## config.mk

```make
export PLATFORM = sky130hd
export DESIGN_NAME = uimt_regs
export DESIGN_NICKNAME = d
export VERILOG_FILES = /design/src/verilog/uimt_pkg.sv /design/src/verilog/uimt_td_if.sv /design/src/verilog/uimt_td_seq.sv /design/src/verilog/uimt_regs.sv
export SDC_FILE = /design/constraint.sdc
export NUM_CORES = 1
export LEC_CHECK = 0
export ABC_AREA = 1
export BUFFER_PORTS_ARGS = -buffer_cell sky130_fd_sc_hd__buf_2
export CAP_MARGIN = 20
export CORE_UTILIZATION = 38
export CTS_BUF_LIST = sky130_fd_sc_hd__clkbuf_8 sky130_fd_sc_hd__clkbuf_16
export DETAILED_ROUTE_END_ITERATION = 10
export PLACE_DENSITY_LB_ADDON = 0.12
export SETUP_SLACK_MARGIN = 0.02
export SYNTH_ARGS = -nofsm -noshare
export SYNTH_HDL_FRONTEND = slang
export SYNTH_HIERARCHICAL = 1
export SYNTH_SLANG_ARGS = --single-unit
```

## constraint.sdc

```tcl
create_clock -name pclk -period 1.2 [get_ports pclk]
set_input_delay 0.24 -clock pclk [delete_from_list [all_inputs] [get_ports pclk]]
set_output_delay 0.24 -clock pclk [all_outputs]
set_load 0.1 [all_outputs]
```

## src/verilog/uimt_pkg.sv

```systemverilog
// constants and types shared by the interrupt mask and tx dma register bank
package uimt_pkg;
    localparam int unsigned uimt_aw = 8;
    // register byte offsets
    localparam logic [7:0] uimt_off_src_raw = 8'h00;
    localparam logic [7:0] uimt_off_src_set = 8'h04;
    localparam logic [7:0] uimt_off_src_clr = 8'h08;
    localparam logic [7:0] uimt_off_mask = 8'h0c;
    localparam logic [7:0] uimt_off_mask_set = 8'h10;
    localparam logic [7:0] uimt_off_mask_clr = 8'h14;
    localparam logic [7:0] uimt_off_masked = 8'h18;
    localparam logic [7:0] uimt_off_eoi = 8'h1c;
    localparam logic [7:0] uimt_off_txctl = 8'h20;
    localparam logic [7:0] uimt_off_txtd = 8'h24;
    localparam logic [7:0] uimt_off_evst = 8'h28;
    localparam logic [7:0] uimt_off_evmask = 8'h2c;
    // field layout of source, mask and masked registers
    localparam logic [31:0] uimt_src_fields = 32'h01ff_1e1f;
    localparam int unsigned uimt_td_ready_bit = 31;
    localparam int unsigned uimt_td_chan_lsb = 0;
    localparam int unsigned uimt_td_chan_w = 2;
    localparam int unsigned uimt_txen_bit = 0;
    localparam int unsigned uimt_eoi_w = 8;
    // reset values
    localparam logic [31:0] uimt_rst_mask = 32'h0000_0000;
    localparam logic [7:0] uimt_rst_eoi = 8'h00;
    localparam logic [2:0] uimt_rst_evmask = 3'h0;
    // event status bits
    localparam int unsigned uimt_ev_eoi = 0;
    localparam int unsigned uimt_ev_td_done = 1;
    localparam int unsigned uimt_ev_src = 2;
    localparam int unsigned uimt_ev_w = 3;

    typedef enum logic [1:0] {
        uimt_td_idle = 2'b00,
        uimt_td_busy = 2'b01
    } uimt_td_state_t;
endpackage

```

## src/verilog/uimt_td_if.sv

```systemverilog
// carries teardown requests between the bank and the teardown sequencer
`timescale 1ns/1ps
`default_nettype none
interface uimt_td_if;
    logic req;
    logic [1:0] chan;
    logic ready;
    logic done;
    modport bank (output req, output chan, input ready, input done);
    modport seq (input req, input chan, output ready, output done);
endinterface
`default_nettype wire

```

## src/verilog/uimt_td_seq.sv

```systemverilog
// teardown sequencer: holds a channel request until the dma acknowledges
`timescale 1ns/1ps
`default_nettype none
module uimt_td_seq
    import uimt_pkg::*;
(
    input wire logic pclk,
    input wire logic presetn,
    uimt_td_if.seq td,
    output logic [1:0] td_chan,
    output logic td_start,
    input wire logic td_ack
);
    import uimt_pkg::*;

    typedef struct packed {
        uimt_td_state_t st;
        logic [1:0] chan;
        logic start;
        logic done;
    } uimt_seq_state_t;

    uimt_seq_state_t s_r;
    uimt_seq_state_t s_nxt;

    always_comb begin
        s_nxt = s_r;
        s_nxt.start = 1'b0;
        s_nxt.done = 1'b0;
        case (s_r.st)
            uimt_td_idle: begin
                if (td.req) begin
                    s_nxt.chan = td.chan;
                    s_nxt.start = 1'b1;
                    s_nxt.st = uimt_td_busy;
                end
            end
            uimt_td_busy: begin
                if (td_ack) begin
                    s_nxt.done = 1'b1;
                    s_nxt.st = uimt_td_idle;
                end
            end
            default: s_nxt.st = uimt_td_idle;
        endcase
    end

    always_ff @(posedge pclk or negedge presetn) begin
        if (!presetn) begin
            s_r <= '0;
        end else begin
            s_r <= s_nxt;
        end
    end

    // ready only while no teardown is outstanding
    assign td.ready = (s_r.st == uimt_td_idle);
    assign td.done = s_r.done;
    assign td_chan = s_r.chan;
    assign td_start = s_r.start;
endmodule // uimt_td_seq
`default_nettype wire

```

## src/verilog/uimt_regs.sv

```systemverilog
// apb register bank: usb irq mask, masked status, eoi, tx dma control
`timescale 1ns/1ps
`default_nettype none

////////////////////////////////////////////////////////////////////////////
// Overview of operation
// - mask-set core bits 24:16 enable mask
// - mask-set rx bits 12:9 enable mask
// - mask-set tx bits 4:0 enable mask
// - mask-clear core bits 24:16 disable mask
// - mask-clear rx bits 12:9 disable mask
// - mask-clear tx bits 4:0 disable mask
// - masked status is raw AND mask
// - eoi write of zero acknowledges core irq
// - tx dma control bit 0 enables dma
// - teardown bit 31 shows write acceptance
// - teardown bits 1:0 select channel
// - source-clear write of one clears source unless its synchronised event is still high
// - raw layout 24:16, 12:9, 4:0
module uimt_regs
    import uimt_pkg::*;
(
    input wire logic pclk,
    input wire logic presetn,
    input wire logic psel,
    input wire logic penable,
    input wire logic pwrite,
    input wire logic [uimt_pkg::uimt_aw-1:0] paddr,
    input wire logic [31:0] pwdata,
    output logic [31:0] prdata,
    output logic pready,
    output logic pslverr,
    input wire logic [31:0] core_irq_events,
    output logic core_irq_eoi,
    output logic usb_irq,
    output logic tx_dma_enable,
    output logic [1:0] td_chan,
    output logic td_start,
    input wire logic td_ack,
    output logic irq
);
    import uimt_pkg::*;

    ////////////////////////////////////////////////////////////////////////
    typedef struct packed {
        logic [31:0] raw;
        logic [31:0] mask;
        logic [7:0] eoi;
        logic txen;
        logic eoi_pulse;
        logic [uimt_ev_w-1:0] evst;
        logic [uimt_ev_w-1:0] evmask;
        logic [31:0] rdata;
    } uimt_regs_state_t;

    uimt_regs_state_t s_r;
    uimt_regs_state_t s_nxt;
    uimt_td_if td();

    logic [31:0] ev_sync1_r;
    logic [31:0] ev_sync2_r;
    logic wr_en;
    logic rd_en;
    logic mapped;
    logic [31:0] masked;

    function automatic logic [31:0] fld(input logic [31:0] v);
        fld = v & uimt_src_fields;
    endfunction

    uimt_td_seq u_seq (
        .pclk(pclk),
        .presetn(presetn),
        .td(td.seq),
        .td_chan(td_chan),
        .td_start(td_start),
        .td_ack(td_ack)
    );

    ////////////////////////////////////////////////////////////////////////
    // core sources arrive from another clock region
    always_ff @(posedge pclk or negedge presetn) begin
        if (!presetn) begin
            ev_sync1_r <= 32'h0000_0000;
            ev_sync2_r <= 32'h0000_0000;
        end else begin
            ev_sync1_r <= core_irq_events;
            ev_sync2_r <= ev_sync1_r;
        end
    end

    assign wr_en = psel && penable && pwrite;
    assign rd_en = psel && !penable && !pwrite;
    assign masked = fld(s_r.raw & s_r.mask);
    assign pready = 1'b1;

    always_comb begin
        case (paddr)
            uimt_off_src_raw, uimt_off_src_set, uimt_off_src_clr,
            uimt_off_mask, uimt_off_mask_set, uimt_off_mask_clr,
            uimt_off_masked, uimt_off_eoi, uimt_off_txctl,
            uimt_off_txtd, uimt_off_evst, uimt_off_evmask: mapped = 1'b1;
            default: mapped = 1'b0;
        endcase
    end
    assign pslverr = psel && penable && !mapped;

    // teardown request only taken while the sequencer is idle
    assign td.req = wr_en && (paddr == uimt_off_txtd) && td.ready;
    assign td.chan = pwdata[uimt_td_chan_lsb +: uimt_td_chan_w];

    ////////////////////////////////////////////////////////////////////////
    always_comb begin
        logic [31:0] clr;
        logic [uimt_ev_w-1:0] ev_set;
        clr = 32'h0000_0000;
        ev_set = '0;
        s_nxt = s_r;
        s_nxt.eoi_pulse = 1'b0;
        // source set pulses are taken from the synchronised edge
        ev_set[uimt_ev_src] = |fld(ev_sync2_r & ~s_r.raw);
        ev_set[uimt_ev_td_done] = td.done;
        if (wr_en) begin
            case (paddr)
                uimt_off_src_set: s_nxt.raw = s_r.raw | fld(pwdata);
                uimt_off_src_clr: clr = fld(pwdata);
                uimt_off_mask_set:
                    s_nxt.mask = s_r.mask | fld(pwdata);
                uimt_off_mask_clr:
                    s_nxt.mask = s_r.mask & ~fld(pwdata);
                uimt_off_eoi: begin
                    s_nxt.eoi = pwdata[uimt_eoi_w-1:0];
                    if (pwdata[uimt_eoi_w-1:0] == 8'h00) begin
                        s_nxt.eoi_pulse = 1'b1;
                        ev_set[uimt_ev_eoi] = 1'b1;
                    end
                end
                uimt_off_txctl: s_nxt.txen = pwdata[uimt_txen_bit];
                uimt_off_evmask: s_nxt.evmask = pwdata[uimt_ev_w-1:0];
                default: ;
            endcase
        end
        // a new source event wins over a simultaneous clear
        s_nxt.raw = fld((s_nxt.raw & ~clr) | ev_sync2_r);
        // read-to-clear of event status; new events still land
        if (rd_en && paddr == uimt_off_evst) begin
            s_nxt.evst = ev_set;
        end else begin
            s_nxt.evst = s_r.evst | ev_set;
        end
        if (rd_en) begin
            case (paddr)
                uimt_off_src_raw: s_nxt.rdata = s_r.raw;
                uimt_off_mask: s_nxt.rdata = s_r.mask;
                uimt_off_masked: s_nxt.rdata = masked;
                uimt_off_eoi: s_nxt.rdata = {24'h00_0000, s_r.eoi};
                uimt_off_txctl: s_nxt.rdata = {31'h0000_0000, s_r.txen};
                uimt_off_txtd:
                    s_nxt.rdata = {td.ready, 29'h0000_0000,
                        td_chan};
                uimt_off_evst: s_nxt.rdata = {29'h0000_0000, s_r.evst};
                uimt_off_evmask: s_nxt.rdata = {29'h0000_0000, s_r.evmask};
                default: s_nxt.rdata = 32'h0000_0000;
            endcase
        end
    end

    always_ff @(posedge pclk or negedge presetn) begin
        if (!presetn) begin
            s_r <= '0;
            s_r.mask <= uimt_rst_mask;
            s_r.eoi <= uimt_rst_eoi;
            s_r.evmask <= uimt_rst_evmask;
        end else begin
            s_r <= s_nxt;
        end
    end

    ////////////////////////////////////////////////////////////////////////
    assign prdata = s_r.rdata;
    assign core_irq_eoi = s_r.eoi_pulse;
    assign usb_irq = |masked;
    // gating by software is expected from the dma, not forced here
    assign tx_dma_enable = s_r.txen;
    assign irq = |(s_r.evst & s_r.evmask);
endmodule // uimt_regs
`default_nettype wire

```

==> out/qor.yml <==
area_growth_from_synthesis_to_layout_pct: 55.0
yosysWarningCount: 6
synth_area_per_cell_um2: 8.50
cts-root-buf: "sky130_fd_sc_hd__clkbuf_16"
synth_area_leaders: "sky130_fd_sc_hd__dfrtp_1 53%, sky130_fd_sc_hd__nand2_1 14%, sky130_fd_sc_hd__buf_4 5.1%, sky130_fd_sc_hd__nor2_1 3.9%, sky130_fd_sc_hd__inv_1 3.7%"
avgRoutedWirePerCell_um: 14.1
timing.clock.skew_ns: 0.00845
share_of_synthesized_flip_flops_with_an_asynchronous_set_or_reset_pct: 100
htree_depth: 4
placedCellCount: 958
tns_ns: -2.21
grt_max_degree: 43
synthMostInstantiatedCell: "sky130_fd_sc_hd__nand2_1"
cellLeakagePower_nw: 4.28
clk_latency_ns: 0.42
netSwitchingFraction_pct: 25.5
critical_path_class: "flop to output port"
vias_per_std_cell: 4.62
die-area_um2: 14800
utilization_pct: 60.5
die_height_um: 122
grt-ovfl-total: 0
design.final.nets: 928
worst-path-max-fanout: 2
tritoncts.num_buffers: 17
clk_pin_slew_ns: 0.06
gp_routability_congestion: 0.845
dpl_worst_slack_ns: -0.397
drt_first_iter_violations: 304
clockBufferDepth: 2
synth_top_area_share_pct: 52.9
report.final.slew_viol_count: 0
antenna_violating_nets_post_route: 0
min_from: "td_ack"
timing.critical_path.to_type: "output port"
dr.pass1.iters: 5
io_buffer_count: 82
most_area_hungry_cell_type_in_the_yosys_netlist: "sky130_fd_sc_hd__dfrtp_1"
grt_pass1_vias: 4799
cpMaxStageDelayCell: "sky130_fd_sc_hd__dfrtp_1"
fin_hold_ws_ns: 0.0214
rr_startpoint: "s_r[102]"
startpoint_type: "flop"
core_area_um2: 13900
initial_utilization_pct: 39.0
sum_of_routed_wire_length_over_all_layers_um: 14700
stdcell_area_um2: 8430
finalWorstSetupSlack_ns: -0.656
path_cells: "nand2_1, nand4_1, nor2_1, nand4_1, buf_12"
post_route_drc: 0
ir_drop_uv: 1050
n_antenna_cell: 0
number_of_antenna_violations_at_the_first_check_in_global_routing: 0
post_synthesis_cell_area_um2: 5440
dr_total_vias: 4816
post_synth_num_cell_types: 32
finalCriticalPeriod_ns: 1.86
cellPowerDensity_nw_per_um2: 1220
worst_path_most_repeated_cell: "sky130_fd_sc_hd__nand4_1"
worst_path_largest_cell_delay_ns: 0.40
netlist_top_cells_count: "201 x sky130_fd_sc_hd__nand2_1, 115 x sky130_fd_sc_hd__dfrtp_1, 56 x sky130_fd_sc_hd__nor2_1, 53 x sky130_fd_sc_hd__inv_1"
layout.filler_cells: 1185
violations: "negative setup slack"
io-pin-count: 119
fmaxAchievable_ghz: 0.539
rows: 43
total_power_mw: 10.3
hpwl_um: 10400
seqPwrFrac_pct: 39.1
ys_dominant_reg_cell: "sky130_fd_sc_hd__dfrtp_1"
hold_path.class: "input port to flop"
arrival_ns: 1.62
p_comb_share_pct: 9.6
grt_setup_unrepaired: "yes"
synth_edf_count: 0
postSynthRegisterBits: 115
crit_required_ns: 0.96
fp.dieW_um: 122
final-instance-count-excl-fill: 1043
placedInstanceArea_um2: 7120
critical_path.startpoint: "s_r[99]"
p_sw_mw: 2.62
finalHoldViolCount: 0
multi_input_comb_area_um2: 2220
setup_viol: 31
synthesis.instances: 640
final_worst_path_period_share_pct: 155
seqCellArea_um2: 2880
clockPowerShare_pct: 51.4
synth_seq_area_share_pct: 52.9
share_of_post_route_cells_with_drive_strength_above_1_pct: 37.5
outcome: "complete, but fails checks"
global_route_usage_sum_pct: 22.1
cts_tree: "yes"
cts.sinks: 115
power.internal_mw: 7.66
drv.max_cap_violation_count: 0
grt_first_pass_wirelength_um: 24600
## cells in the final DEF (no fill, tap or decap), drive strengths merged
master       instances
a21o                 1
a21oi               22
buf                214
bufinv               3
clkbuf              17
clkinv               5
clkinvlp             1
conb                11
dfrtp              115
dlygate4sd3         19
inv                 67
nand2              210
nand3               38
nand3b               3
nand4                9
nor2                65
nor3                 1
nor4                 1
o211ai              12
o21ai               31
o21bai               1
o22ai               16
o31ai                1
## kinds of logic after synthesis
group	Yosys count	share of synthesized area (%)
DFF	115	52.9
buffers and inverters	112	10.8
other	2	0.138
and+or+nand+nor	327	26.5
AOI/OAI and AO/OA	84	9.69
## area by class of cell
cell class | instances | area share (%)
tap | 180 | 2.67
timing repair buffer | 233 | 26.4
clock buffer | 17 | 5.05
inverter | 61 | 3.07
sequential | 115 | 34.1
multi-input combinational | 422 | 26.3
clock inverter | 15 | 2.29
## power by group through the flow
stage / combinational [mW] / sequential [mW] / clock (mW)
floorplan: 0.465 / 4.07 / 0
global placement: 0.844 / 4.08 / 0
CTS: 0.971 / 4.01 / 5.37
finish: 0.981 / 4.01 / 5.28
detailed placement: 0.851 / 4.08 / 0
global route: 1.06 / 4.02 / 5.56
## sequential cells by signal (all words and copies together), names as in the netlist
register / count
s_r: 50
prdata: 22
ev_sync1_r: 18
ev_sync2_r: 18
u_seq/td_chan: 2
core_irq_eoi: 1
tx_dma_enable: 1
u_seq/s_r: 1
u_seq/td.done: 1
u_seq/td_start: 1
## critical path: cells and delay by family, from the launching register on
| family | cells | cell delay (ns) |
|---|---|---|
| flip-flops | 1 | 0.40 |
| buffers and inverters | 1 | 0.23 |
| AND/OR/NAND/NOR | 4 | 0.55 |
## worst paths after layout
| kind | end | depth (start not counted) | slack (ns) |
|---|---|---|---|
| min in group asynchronous | prdata[22] | 2 | 0.25 |
| hold / removal | u_seq/s_r[4] | 2 | 0.02 |
| setup reg to reg | s_r[37] | 7 | -0.06 |
| hold reg to reg | ev_sync2_r[20] | 0 | 0.34 |
| max in group asynchronous | ev_sync2_r[0] | 3 | 0.45 |
| setup / recovery | usb_irq | 5 | -0.66 |
## metal layers
metal	up-vias	GRT usage (%)	routed length, um
met5	-	0	0
met4	0	7.95	266
li1	2422	-	-
met2	134	32.6	6540
met3	19	4.49	786
met1	2241	32.0	7130
## what timing repair did
action	in CTS	in global routing
gates resized for setup	40	29
pin swaps	23	30
setup endpoints to repair	33	39
gates cloned	0	0
endpoints found under the hold margin	94	0
buffers inserted	34	8
hold buffers	19	0
Note: power is estimated with default switching activity, not from simulation.
